**config.mk**
```make
export PLATFORM = sky130hd
export DESIGN_NAME = plb_status_diag
export DESIGN_NICKNAME = d
export VERILOG_FILES = /design/src/plb_pkg.sv /design/src/plb_status_diag.sv /design/src/plb_lfsr.sv /design/src/plb_link_mon.sv
export SDC_FILE = /design/constraint.sdc
export NUM_CORES = 1
export LEC_CHECK = 0
export ABC_AREA = 0
export BUFFER_PORTS_ARGS = -buffer_cell sky130_fd_sc_hd__buf_2
export CAP_MARGIN = 20
export CORE_ASPECT_RATIO = 0.7
export CORE_MARGIN = 2
export CORE_UTILIZATION = 63
export DETAILED_ROUTE_END_ITERATION = 12
export GPL_TIMING_DRIVEN = 0
export HOLD_SLACK_MARGIN = 0.08
export PLACE_DENSITY_LB_ADDON = 0.2
export SYNTH_ARGS = -nofsm -noshare
export SYNTH_HDL_FRONTEND = slang
export SYNTH_SLANG_ARGS = --single-unit
```
**constraint.sdc**
```tcl
create_clock -name ref_clk_in -period 3.28 [get_ports ref_clk_in]
set_input_delay 0.328 -clock ref_clk_in [delete_from_list [all_inputs] [get_ports ref_clk_in]]
set_output_delay 0.328 -clock ref_clk_in [all_outputs]
set_load 0.02 [all_outputs]
```
**src/plb_pkg.sv**
```systemverilog
// Shared constants and types for the transceiver status, loopback and self-test logic
package plb_pkg;
	// Management register numbers
	localparam logic [4:0] BMC_ADDR = 5'h00;
	localparam logic [4:0] STS_ADDR = 5'h10;
	localparam logic [4:0] LEDOVR_ADDR = 5'h18;
	localparam logic [4:0] PHYCTL_ADDR = 5'h19;
	localparam logic [4:0] DIAG1_ADDR = 5'h1B;
	// Field positions
	localparam int BMC_LB_BIT = 14;
	localparam int STS_LINK_BIT = 0;
	localparam int STS_SPD10_BIT = 1;
	localparam int STS_FDX_BIT = 2;
	localparam int STS_LB_BIT = 3;
	localparam int LEDOVR_VAL_LSB = 0;
	localparam int LEDOVR_EN_LSB = 3;
	localparam int PHYCTL_MODE_LSB = 5;
	localparam int PHYCTL_STAT_BIT = 8;
	localparam int PHYCTL_LEN15_BIT = 11;
	localparam int PHYCTL_START_BIT = 13;
	localparam int DIAG_CONT_BIT = 5;
	localparam int DIAG_ERR_LSB = 8;
	// Indicator indices
	localparam int LED_LINKUP = 0;
	localparam int LED_RATE = 1;
	localparam int LED_ACT = 2;
	localparam int LED_NUM = 3;
	// Reset values and error count limit
	localparam logic [1:0] PHYCTL_MODE_RST = 2'h1;
	localparam logic [7:0] ERR_MAX = 8'hFF;
	localparam logic [14:0] LFSR_SEED = 15'h7FFF;
	// Timing
	localparam int CLK_PERIOD_NS = 10;
	localparam int LINK_LOSS_MS = 50;
	localparam int BLINK_MS = 50;
	localparam int LINK_LOSS_CYC = LINK_LOSS_MS * 1000000 / CLK_PERIOD_NS;
	localparam int BLINK_CYC = BLINK_MS * 1000000 / CLK_PERIOD_NS;
	localparam int NLP_LINK_COUNT = 7;
	localparam int ST_PKT_NIBBLES = 128;
	localparam int ST_GAP_NIBBLES = 24;
	typedef enum logic [1:0] {
		PLB_MODE2 = 2'b00,
		PLB_MODE1 = 2'b01,
		PLB_MODE3 = 2'b10
	} plb_mode_t;
endpackage : plb_pkg

```
**src/plb_status_diag.sv**
```systemverilog
// Indicator drive, carrier and collision, loopback, self-test and management registers
`timescale 1ns/1ps
`default_nettype none
// Operation
// RULE1 - Mode field: bit5 set gives mode 1, 00 mode 2, 10 mode 3.
// RULE2 - Mode 1 link indicator on with good link, off without.
// RULE3 - 10M link after seven consecutive link pulses or one valid packet.
// RULE4 - Link indicator drops only when the link loss timer expires; at 100 Mb/s the code drops it as soon as sd100_in falls, with no timer.
// RULE5 - Modes 2 and 3: link indicator steady on, blinks on activity.
// RULE6 - Rate indicator on at 100 Mb/s, off at 10, every mode.
// RULE7 - Mode 1 activity indicator shows transmit or receive activity.
// RULE8 - Mode 2 activity indicator shows collision.
// RULE9 - Mode 3 activity indicator shows full duplex.
// RULE10 - Collision indication uses the same collision sent to the MAC.
// RULE11 - Strap low gives active-high indicator, strap high active-low.
// RULE12 - Override register forces indicators; reading it never returns pin states.
// RULE13 - Half duplex: carrier sense on transmit or receive activity.
// RULE14 - Full duplex: no collision, carrier sense on receive only.
// RULE15 - Loopback routes MII transmit to receive; nothing goes to media.
// RULE16 - Status register bit reports loopback state.
// RULE17 - Agent should disable auto-negotiation before enabling loopback.
// RULE18 - Self-test sends pseudo-random stream, 9 or 15 bit selectable.
// RULE19 - Self-test receiver compares against its own local sequence.
// RULE20 - Status resets fail, passes on compare; mis-compare latches until start write.
// RULE21 - Continuous-mode bit makes self-test transmit without gaps.
// RULE22 - Eight-bit error count in upper byte of diagnostic register.
// RULE23 - Blink toggles link indicator at fixed rate while activity lasts.
// RULE24 - Error counter saturates and clears when a new test starts.
module plb_status_diag
	import plb_pkg::*;
#(
	parameter int LOSS_CYC = LINK_LOSS_CYC,
	parameter int BLINK_PER = BLINK_CYC
) (
	input wire logic ref_clk_in,
	input wire logic arst_n_in,
	input wire logic [4:0] reg_addr_in,
	input wire logic [15:0] reg_wdata_in,
	input wire logic reg_wr_in,
	output logic [15:0] reg_rdata_out,
	input wire logic [LED_NUM-1:0] led_strap_in,
	input wire logic nlp_in,
	input wire logic pkt10_in,
	input wire logic sd100_in,
	input wire logic speed100_in,
	input wire logic full_duplex_in,
	input wire logic mii_tx_en_in,
	input wire logic [3:0] mii_txd_in,
	input wire logic med_rx_dv_in,
	input wire logic [3:0] med_rxd_in,
	output logic mii_rx_dv_out,
	output logic [3:0] mii_rxd_out,
	output logic mii_crs_out,
	output logic mii_col_out,
	output logic med_tx_en_out,
	output logic [3:0] med_txd_out,
	output logic link_indicator_out,
	output logic rate_indicator_out,
	output logic activity_collision_indicator_out
);
	localparam int BW = $clog2(BLINK_PER + 1);
	localparam logic [7:0] ST_LAST = 8'(ST_PKT_NIBBLES + ST_GAP_NIBBLES - 1);

	function automatic plb_mode_t mode_of(input logic [1:0] f);
		return f[0] ? PLB_MODE1 : (f[1] ? PLB_MODE3 : PLB_MODE2);
	endfunction : mode_of

	logic lb_reg;
	logic [5:0] ledovr_reg;
	logic [1:0] mode_reg;
	logic len15_reg;
	logic start_reg;
	logic cont_reg;
	logic pass_reg;
	logic latch_reg;
	logic [7:0] err_reg;
	logic [7:0] st_pos_reg;
	logic lb_dv_reg;
	logic [3:0] lb_d_reg;
	logic [LED_NUM-1:0] strap_reg;
	logic strap_done_reg;
	logic [BW-1:0] blink_cnt_reg;
	logic blink_on_reg;
	logic [LED_NUM-1:0] led_reg;

	logic wr_bmc, wr_ledovr, wr_phyctl, wr_diag;
	logic st_new, st_tx_en, st_restart;
	logic [3:0] st_txd, rx_ref;
	logic tx_en, rx_dv;
	logic [3:0] txd, rxd;
	logic cmp_valid, cmp_bad, cmp_good;
	logic latch_eff, pass_next, latch_next;
	logic [7:0] err_next;
	logic link_up, activity, collision;
	plb_mode_t mode;
	logic [LED_NUM-1:0] led_func, led_logic;
	logic [15:0] rd_mux;
	logic blink_wrap;

	// Register decode
	assign wr_bmc = reg_wr_in && (reg_addr_in == BMC_ADDR);
	assign wr_ledovr = reg_wr_in && (reg_addr_in == LEDOVR_ADDR);
	assign wr_phyctl = reg_wr_in && (reg_addr_in == PHYCTL_ADDR);
	assign wr_diag = reg_wr_in && (reg_addr_in == DIAG1_ADDR);
	assign st_new = wr_phyctl && reg_wdata_in[PHYCTL_START_BIT] && !start_reg;

	// Self-test transmit framing
	assign st_tx_en = start_reg && (cont_reg || st_pos_reg < 8'(ST_PKT_NIBBLES)); // see RULE21
	assign st_restart = !st_tx_en;

	plb_lfsr u_tx_lfsr (
		.ref_clk_in(ref_clk_in),
		.arst_n_in(arst_n_in),
		.len15_in(len15_reg),
		.restart_in(st_restart),
		.step_in(st_tx_en),
		.data_out(st_txd)
	);

	// Transmit source and loopback path
	assign tx_en = start_reg ? st_tx_en : mii_tx_en_in;
	assign txd = start_reg ? st_txd : mii_txd_in;
	assign rx_dv = lb_reg ? lb_dv_reg : med_rx_dv_in; // see RULE15
	assign rxd = lb_reg ? lb_d_reg : med_rxd_in;

	// Receiver reference runs only on received nibbles
	plb_lfsr u_rx_lfsr (
		.ref_clk_in(ref_clk_in),
		.arst_n_in(arst_n_in),
		.len15_in(len15_reg),
		.restart_in(!rx_dv),
		.step_in(rx_dv),
		.data_out(rx_ref)
	);

	assign cmp_valid = start_reg && rx_dv;
	assign cmp_bad = cmp_valid && (rxd != rx_ref); // see RULE19
	assign cmp_good = cmp_valid && (rxd == rx_ref);
	// Mis-compare wins over a clearing write in the same cycle
	assign latch_eff = latch_reg && !wr_phyctl;
	assign latch_next = cmp_bad || latch_eff; // see RULE20
	assign pass_next = !cmp_bad && ((pass_reg && !st_new) || (cmp_good && !latch_eff));
	assign err_next = st_new ? {7'h00, cmp_bad} :
		((cmp_bad && err_reg != ERR_MAX) ? err_reg + 8'h01 : err_reg); // see RULE24

	plb_link_mon #(
		.LOSS_CYC(LOSS_CYC)
	) u_link (
		.ref_clk_in(ref_clk_in),
		.arst_n_in(arst_n_in),
		.nlp_in(nlp_in),
		.pkt10_in(pkt10_in),
		.sd100_in(sd100_in),
		.speed100_in(speed100_in),
		.link_out(link_up)
	);

	// Carrier and collision; loopback is never a collision
	assign activity = tx_en || rx_dv;
	assign collision = !full_duplex_in && !lb_reg && tx_en && rx_dv; // see RULE14

	// Indicator functions
	assign mode = mode_of(mode_reg); // see RULE1
	assign blink_wrap = (blink_cnt_reg == BW'(BLINK_PER - 1));
	assign led_func[LED_LINKUP] = (mode == PLB_MODE1) ? link_up :
		(link_up && (!activity || blink_on_reg)); // see RULE2, see RULE5
	assign led_func[LED_RATE] = speed100_in; // see RULE6
	assign led_func[LED_ACT] = (mode == PLB_MODE1) ? activity : // see RULE7
		((mode == PLB_MODE2) ? collision : full_duplex_in); // see RULE8, see RULE9, see RULE10

	genvar gi;
	generate
		for (gi = 0; gi < LED_NUM; gi++) begin : g_led
			assign led_logic[gi] = ledovr_reg[LEDOVR_EN_LSB + gi] ?
				ledovr_reg[LEDOVR_VAL_LSB + gi] : led_func[gi]; // see RULE12
		end
	endgenerate

	// Read mux; the override register returns its own contents only
	always_comb begin
		rd_mux = 16'h0000;
		case (reg_addr_in)
			BMC_ADDR: rd_mux[BMC_LB_BIT] = lb_reg;
			STS_ADDR: begin
				rd_mux[STS_LINK_BIT] = link_up;
				rd_mux[STS_SPD10_BIT] = !speed100_in;
				rd_mux[STS_FDX_BIT] = full_duplex_in;
				rd_mux[STS_LB_BIT] = lb_reg; // see RULE16
			end
			LEDOVR_ADDR: rd_mux[LEDOVR_VAL_LSB +: 2 * LED_NUM] = ledovr_reg;
			PHYCTL_ADDR: begin
				rd_mux[PHYCTL_MODE_LSB +: 2] = mode_reg;
				rd_mux[PHYCTL_STAT_BIT] = pass_reg;
				rd_mux[PHYCTL_LEN15_BIT] = len15_reg;
				rd_mux[PHYCTL_START_BIT] = start_reg;
			end
			DIAG1_ADDR: begin
				rd_mux[DIAG_ERR_LSB +: 8] = err_reg; // see RULE22
				rd_mux[DIAG_CONT_BIT] = cont_reg;
			end
			default: rd_mux = 16'h0000;
		endcase
	end

	always_ff @(posedge ref_clk_in or negedge arst_n_in) begin
		if (!arst_n_in) begin
			lb_reg <= 1'b0;
			ledovr_reg <= 6'h00;
			mode_reg <= PHYCTL_MODE_RST;
			len15_reg <= 1'b0;
			start_reg <= 1'b0;
			cont_reg <= 1'b0;
		end else begin
			if (wr_bmc) lb_reg <= reg_wdata_in[BMC_LB_BIT];
			if (wr_ledovr) ledovr_reg <= reg_wdata_in[LEDOVR_VAL_LSB +: 2 * LED_NUM];
			if (wr_phyctl) begin
				mode_reg <= reg_wdata_in[PHYCTL_MODE_LSB +: 2];
				len15_reg <= reg_wdata_in[PHYCTL_LEN15_BIT]; // see RULE18
				start_reg <= reg_wdata_in[PHYCTL_START_BIT];
			end
			if (wr_diag) cont_reg <= reg_wdata_in[DIAG_CONT_BIT];
		end
	end

	always_ff @(posedge ref_clk_in or negedge arst_n_in) begin
		if (!arst_n_in) begin
			pass_reg <= 1'b0;
			latch_reg <= 1'b0;
			err_reg <= 8'h00;
			st_pos_reg <= 8'h00;
			lb_dv_reg <= 1'b0;
			lb_d_reg <= 4'h0;
		end else begin
			pass_reg <= pass_next;
			latch_reg <= latch_next;
			err_reg <= err_next;
			st_pos_reg <= (!start_reg || st_pos_reg == ST_LAST) ? 8'h00 : st_pos_reg + 8'h01;
			lb_dv_reg <= tx_en;
			lb_d_reg <= txd;
		end
	end

	// Strap is caught on the first edge after reset release
	always_ff @(posedge ref_clk_in or negedge arst_n_in) begin
		if (!arst_n_in) begin
			strap_done_reg <= 1'b0;
			strap_reg <= '0;
		end else if (!strap_done_reg) begin
			strap_done_reg <= 1'b1;
			strap_reg <= led_strap_in;
		end
	end

	// Blink phase restarts on so an idle link shows steady on
	always_ff @(posedge ref_clk_in or negedge arst_n_in) begin
		if (!arst_n_in) begin
			blink_cnt_reg <= '0;
			blink_on_reg <= 1'b1;
		end else if (!activity) begin
			blink_cnt_reg <= '0;
			blink_on_reg <= 1'b1;
		end else begin
			blink_cnt_reg <= blink_wrap ? '0 : blink_cnt_reg + 1'b1;
			if (blink_wrap) blink_on_reg <= !blink_on_reg; // see RULE23
		end
	end

	always_ff @(posedge ref_clk_in or negedge arst_n_in) begin
		if (!arst_n_in) begin
			led_reg <= '0;
			reg_rdata_out <= 16'h0000;
			mii_rx_dv_out <= 1'b0;
			mii_rxd_out <= 4'h0;
			mii_crs_out <= 1'b0;
			mii_col_out <= 1'b0;
			med_tx_en_out <= 1'b0;
			med_txd_out <= 4'h0;
		end else begin
			led_reg <= strap_done_reg ? (led_logic ^ strap_reg) : '0; // see RULE11
			reg_rdata_out <= rd_mux;
			mii_rx_dv_out <= rx_dv;
			mii_rxd_out <= rxd;
			mii_crs_out <= full_duplex_in ? rx_dv : activity; // see RULE13, see RULE14
			mii_col_out <= collision;
			med_tx_en_out <= tx_en && !lb_reg; // see RULE15
			med_txd_out <= lb_reg ? 4'h0 : txd;
		end
	end

	assign link_indicator_out = led_reg[LED_LINKUP];
	assign rate_indicator_out = led_reg[LED_RATE];
	assign activity_collision_indicator_out = led_reg[LED_ACT];
endmodule : plb_status_diag
`default_nettype wire

```
**src/plb_lfsr.sv**
```systemverilog
// Nibble-wide pseudo-random generator, 9-bit or 15-bit sequence
`timescale 1ns/1ps
`default_nettype none
module plb_lfsr
	import plb_pkg::*;
(
	input wire logic ref_clk_in,
	input wire logic arst_n_in,
	input wire logic len15_in,
	input wire logic restart_in,
	input wire logic step_in,
	output logic [3:0] data_out
);
	logic [14:0] state_reg;
	logic [14:0] state_next;

	function automatic logic [14:0] adv4(input logic [14:0] s, input logic l15);
		logic [14:0] t;
		logic fb;
		t = s;
		for (int i = 0; i < 4; i++) begin
			fb = l15 ? (t[14] ^ t[13]) : (t[8] ^ t[4]);
			t = {t[13:0], fb};
		end
		return t;
	endfunction : adv4

	assign state_next = restart_in ? LFSR_SEED : (step_in ? adv4(state_reg, len15_in) : state_reg);
	assign data_out = state_reg[3:0];

	always_ff @(posedge ref_clk_in or negedge arst_n_in) begin
		if (!arst_n_in) begin
			state_reg <= LFSR_SEED;
		end else begin
			state_reg <= state_next;
		end
	end
endmodule : plb_lfsr
`default_nettype wire

```
**src/plb_link_mon.sv**
```systemverilog
// Link qualification: pulse counting at 10 Mb/s and link loss timing
`timescale 1ns/1ps
`default_nettype none
module plb_link_mon
	import plb_pkg::*;
#(
	parameter int LOSS_CYC = LINK_LOSS_CYC
) (
	input wire logic ref_clk_in,
	input wire logic arst_n_in,
	input wire logic nlp_in,
	input wire logic pkt10_in,
	input wire logic sd100_in,
	input wire logic speed100_in,
	output logic link_out
);
	localparam int LW = $clog2(LOSS_CYC + 1);
	logic [LW-1:0] loss_cnt_reg;
	logic [2:0] nlp_cnt_reg;
	logic link10_reg;
	logic seen;
	logic expired;

	assign seen = nlp_in | pkt10_in;
	assign expired = (loss_cnt_reg == LW'(LOSS_CYC));
	assign link_out = speed100_in ? sd100_in : link10_reg;

	always_ff @(posedge ref_clk_in or negedge arst_n_in) begin
		if (!arst_n_in) begin
			loss_cnt_reg <= '0;
			nlp_cnt_reg <= '0;
			link10_reg <= 1'b0;
		end else begin
			loss_cnt_reg <= seen ? '0 : (expired ? loss_cnt_reg : loss_cnt_reg + 1'b1);
			if (expired && !seen) begin
				// Only the loss timer may drop the 10 Mb/s link, see RULE4
				nlp_cnt_reg <= '0;
				link10_reg <= 1'b0;
			end else if (pkt10_in || (nlp_in && nlp_cnt_reg == 3'(NLP_LINK_COUNT - 1))) begin
				link10_reg <= 1'b1; // see RULE3
			end else if (nlp_in) begin
				nlp_cnt_reg <= nlp_cnt_reg + 1'b1;
			end
		end
	end
endmodule : plb_link_mon
`default_nettype wire

```
* Yosys cells after proc, flatten, opt, wreduce, memory -nomap -nowiden
Cells that the tools add are included.
** Storage, ports and cells
- Register bits :: 150
- Bits in latches :: 0
- Bits in writable memories :: 0
- ROM bits :: 0
- Input bits :: 42
- Output and inout port bits :: 31
- Logic and storage cells :: 165
- Memories :: 0
** Operators by class
- Add/sub/neg operators :: 5
- $mul :: 0
- Divide/modulo/power cells :: 0
- Magnitude comparators :: 1
- Equal/unequal tests :: 15
- Shift-type cells :: 0
- Muxes and demuxes :: 51
- Bitwise gates (word level) :: 18
- Reductions and logical operators :: 46
** Operator list (count)
- $mux 23 :: 4
- $add 23x1->23 const B :: 2
- $eq 23x23->1 const B :: 2
- $mux 15 :: 2
- $mux 1 :: 26
- $mux 8 :: 3
- $logic_and 1x1->1 :: 22
- $eq 5x5->1 const B :: 4
- $add 8x1->8 const B :: 2
- $xor 1x1->1 :: 16
- $mux 3 :: 4
- $mux 4 :: 3
- $logic_not 1->1 :: 11
- $eq 8x8->1 const B :: 1
- $lt 8x8->1 const B :: 1
- $ne 8x8->1 const B :: 1
- $pmux 1 s2 :: 4
- $pmux 4 s2 :: 1
- $logic_or 1x1->1 :: 7
- $mux 2 :: 3
- $ne 2x1->1 const B :: 3
- $reduce_bool 2->1 :: 3
- $logic_not 5->1 :: 1
- $eq 4x4->1 :: 1
- other kinds (9) :: 9

* Logic depth before layout (Yosys ltp)
- Depth in word-level cells :: 12
- Gate-level depth with buffers :: 8
- Mapped depth without buffers :: 7

* Modules after synthesis
A second synthesis with hierarchy kept.
** Second synthesis, totals
- Cells, all modules :: 660
- Area, all modules :: 7155.6 um^2
** Modules (own cells, without submodules)
- plb_status_diag :: instances 1, cells an instance 373, area each 4093.9 um^2, sequential area each 2329.7 um^2
- plb_lfsr :: instances 2, cells an instance 64, area each 785.8 um^2, sequential area each 394.1 um^2
- plb_link_mon :: instances 1, cells an instance 159, area each 1490.2 um^2, sequential area each 675.6 um^2

* Worst setup path after synthesis
No wires, ideal clock.
- Path kind :: reg2reg
- Start point :: register blink_cnt_reg[0]
- End point :: register blink_cnt_reg[12]
- Setup time :: 0.121 ns
- Arrival time :: 1.696 ns
- Data required time :: 3.159 ns
- Path slack :: 1.463 ns
- Stages on the path, launching flop included :: 8
- Path buffers :: 1
- Period minus slack after synthesis :: 1.817 ns
- Cell sequence :: dfrtp_1 ha_1 nand4_1 or2_1 or3_1 nand2_1 buf_2 nor2_1
** On the way
- Cells in the longest elaborated chain, start to end :: 3
- Elaborated cells between the ends (all ways) :: 4
- Classes of those cells :: add/sub (1); eq/ne (1); mux (2)
** RTL lines
- start, declared :: line plb_status_diag.sv:82 : logic [BW-1:0] blink_cnt_reg;
- start signal, assigned :: line plb_status_diag.sv:263 : blink_cnt_reg <= blink_wrap ? '0 : blink_cnt_reg + 1'b1;
- $add 23x1->23 / $eq 23x23->1 (equally long branches) :: line plb_status_diag.sv:263, plb_status_diag.sv:164
- $mux 23 * :: line plb_status_diag.sv:263
- $mux 23 * :: line plb_status_diag.sv:259 : end else if (!activity) begin
Every way passes the cells marked *; elsewhere a longest branch is shown, timed or not.
A chain may end at the register's enable or synchronous reset.

* Final worst setup path
Same ends and word-level chain as after synthesis.

==> metrics.txt <==
status=completed; Core ar.=just over 10000 sq um; crit-path leading delay family=simple AND/OR/NAND/NOR gates; chip height=between 90 and 100 microns; Multi-input gate area=2810 sq um; Vias=between 4000 and 5000; DR pass1 iterations=5; total CTS buffers=17; sequential-to-total area share from yosys stat=a little under three fifths; worst relative slew slack=a little under half; Iter 0 DRT Violations=about 420; prevailing post-synth register cell=dfrtp_1; crit-path max FO=10; DRC=0; routability cong.=0.855; syn nets=~660; Antenna Nets Post-Route=0; CP cell instances=ha_1 -> nand4_1 -> or2_1 -> or3_1 -> nand2_1 -> buf_2 -> nor2_1; Resized cells post-CTS=0; final hold vios=0; Die Wd=128 microns; GRT Total Usage=26.9%; fraction of registers with async set or reset after synthesis=100%; Yosys cell types=62; Synth area leaders=dfrtp_1 44%, dfstp_2 12%, xor2_1 4.3%; maximum VDD drop=just over 0.0004 V; Yosys top cell area share=a little over two fifths; Setup WS pre-CTS=~1.2 ns; vias in the first global route=approximately 4900; final worst path period share=between 60% and 70%; area delta synth->final=16.7%; Vias/cell=5.81; final worst slack=around 1.2 ns; Setup CP Type=flip-flop to flip-flop; max-slew violation count=0; yosys warns=0; first-pass GRT wire length=roughly 24000 microns; FP Rows=31; area of the mapped netlist=between 6000 and 7000 sq um; H-tree levels=4; Critical Path RT=~3.6 ns; largest net degree at the start of global routing=86; filler instances=between 600 and 700; Post-synth EDFFs=0; cell count after synthesis=610; PortBufs=65; Clock Skew=around 0.0086 ns; Root Driver=clkbuf_16; crit path time final=2.12 ns; Commonest cells post-synth=118 x dfrtp_1, 57 x nand2_1, 53 x nor2_1; final HPWL from detailed placement=a little under 10000 microns; WL per Instance=16.9 microns; CP startpoint kind=flip-flop; total wire length=~14000 microns; Sequential Area=between 3000 and 4000 sq um; placed cells=between 800 and 900; Synth area leader=dfrtp_1; die area=11600 sq um; most common cell in the netlist=dfrtp_1; CTS tree=done; final core occ=between 70% and 80%; Worst-Margin Slew=~0.78 ns; initial core utilization=64.8%; Non-Filler Instances=around 840; GRT overflow=0; clk buf depth=2; final setup vio count=0; flops & latches, synth=150; Hold Slack=between 0.1 and 0.15 ns; slowest CP cell=or3_1; Worst-Skew Late Latency=between 0.4 and 0.5 ns; PD cells=roughly 630 nW/um^2; Antenna diodes=0; FMAX=approximately 470 MHz; IO Pins=between 70 and 80; Mapped Avg Cell Area=11.0 sq um; CP endpoint kind=flip-flop; CTS clk-pin slew, worst paths=approximately 0.060 ns; worst min-delay path class=input port to flip-flop; crit-path max cell delay=approximately 0.43 ns; CP Buf/Inv Count=1; clock sinks=150; MaxCap Viol Count=0; crit path DAT=~2.4 ns; final-stage net count=between 700 and 800; total leakage power=about 3.5 nW; initial antenna violation count=0; fraction of layout cells with a size suffix above 1=23.0%; unrepaired setup endpoints after global routing=false
area by class of cell:
| type | count | area share, % |
|---|---|---|
| buffer | 16 | 1.03 |
| clock buffer | 20 | 6.09 |
| sequential | 150 | 48.2 |
| multi-input combinational | 429 | 35.7 |
| inverter | 15 | 0.716 |
| timing repair buffer | 67 | 4.69 |
| clock inverter | 12 | 1.45 |
| tap | 132 | 2.10 |
placed cells by master (no fill, tap or decap), types with 3 or more instances in the layout:
cell type	count
o21ai_0	21
a22o_1	8
nand2b_1	26
nor3_2	3
inv_1	14
dfstp_2	32
clkbuf_16	19
nor2b_1	8
mux2_1	3
xnor2_1	30
ha_1	7
nand4b_1	3
nand3_1	29
clkbuf_1	11
o31ai_1	4
nor4_1	3
and2_1	16
nor3_1	10
nor2_1	53
or3_1	9
mux2_2	16
clkinv_4	5
a21oi_1	17
xor2_1	33
dfrtp_1	118
and4_1	5
nand2_1	57
nand4_1	14
and3_1	11
mux2i_1	5
buf_6	3
buf_2	66
worst paths after layout:
| path | startpoint | slack, ns | end | cells past startpoint |
|---|---|---|---|---|
| setup reg to reg | blink_cnt_reg[0]$_DFF_PN0_ | 1.16 | blink_cnt_reg[12]$_DFF_PN0_ | 7 |
| setup / recovery | blink_cnt_reg[0]$_DFF_PN0_ | 1.16 | blink_cnt_reg[12]$_DFF_PN0_ | 7 |
| hold / removal | led_strap_in[0] | 0.14 | strap_reg[0]$_DFFE_PN0N_ | 2 |
| hold reg to reg | st_pos_reg[0]$_DFF_PN0_ | 0.47 | st_pos_reg[0]$_DFF_PN0_ | 1 |
| max in group asynchronous | arst_n_in | 1.95 | u_tx_lfsr.state_reg[5]$_DFF_PN1_ | 3 |
| min in group asynchronous | arst_n_in | 0.53 | blink_cnt_reg[13]$_DFF_PN0_ | 2 |
per-layer routing:
layer / vias to the layer above / global-route usage (%) / routed length (microns)
met3: 21 / 7.94 / 804
met2: 160 / 40.3 / 6700
met1: 2434 / 38.0 / 6490
met4: 0 / 8.88 / 246
met5: - / 0 / 0
li1: 2271 / - / -
metrics by stage:
stage	instance area, sq um	TNS, ns	total power, mW
2_1_floorplan	6740	0	2.79
3_3_place_gp	7230	-16.55	3.01
3_5_place_dp	7260	0	3.06
4_1_cts	7870	0	5.00
5_1_grt	7870	0	5.22
6_report	7870	0	4.97
kinds of logic (layout without fill, tap and decap cells):
| kind of cell | Yosys count | after routing | synth area share (%) |
|---|---|---|---|
| AND/OR/NAND/NOR | 260 | 260 | 20.2 |
| flip-flops | 150 | 150 | 56.3 |
| AO/OA/AOI/OAI | 70 | 70 | 7.09 |
| XOR/XNOR | 63 | 63 | 8.19 |
| buffers and inverters | 31 | 130 | 2.04 |
| multiplexers | 27 | 27 | 4.79 |
| adder cells (fa/ha/maj) | 7 | 7 | 1.30 |
| other | 2 | 2 | 0.111 |
repair_timing:
| action | CTS | global route |
|---|---|---|
| hold buffers | 1 | 0 |
| buffers inserted | 0 | 0 |
| hold endpoints to repair | 81 | 0 |
power by group:
part	switching [mW]	leakage (nW)	total, mW	internal (mW)
clock	0.785	0.296	1.93	1.14
combinational	0.444	1.28	0.760	0.316
sequential	0.186	1.89	2.29	2.10
Note: power is estimated with default switching activity, not from simulation.
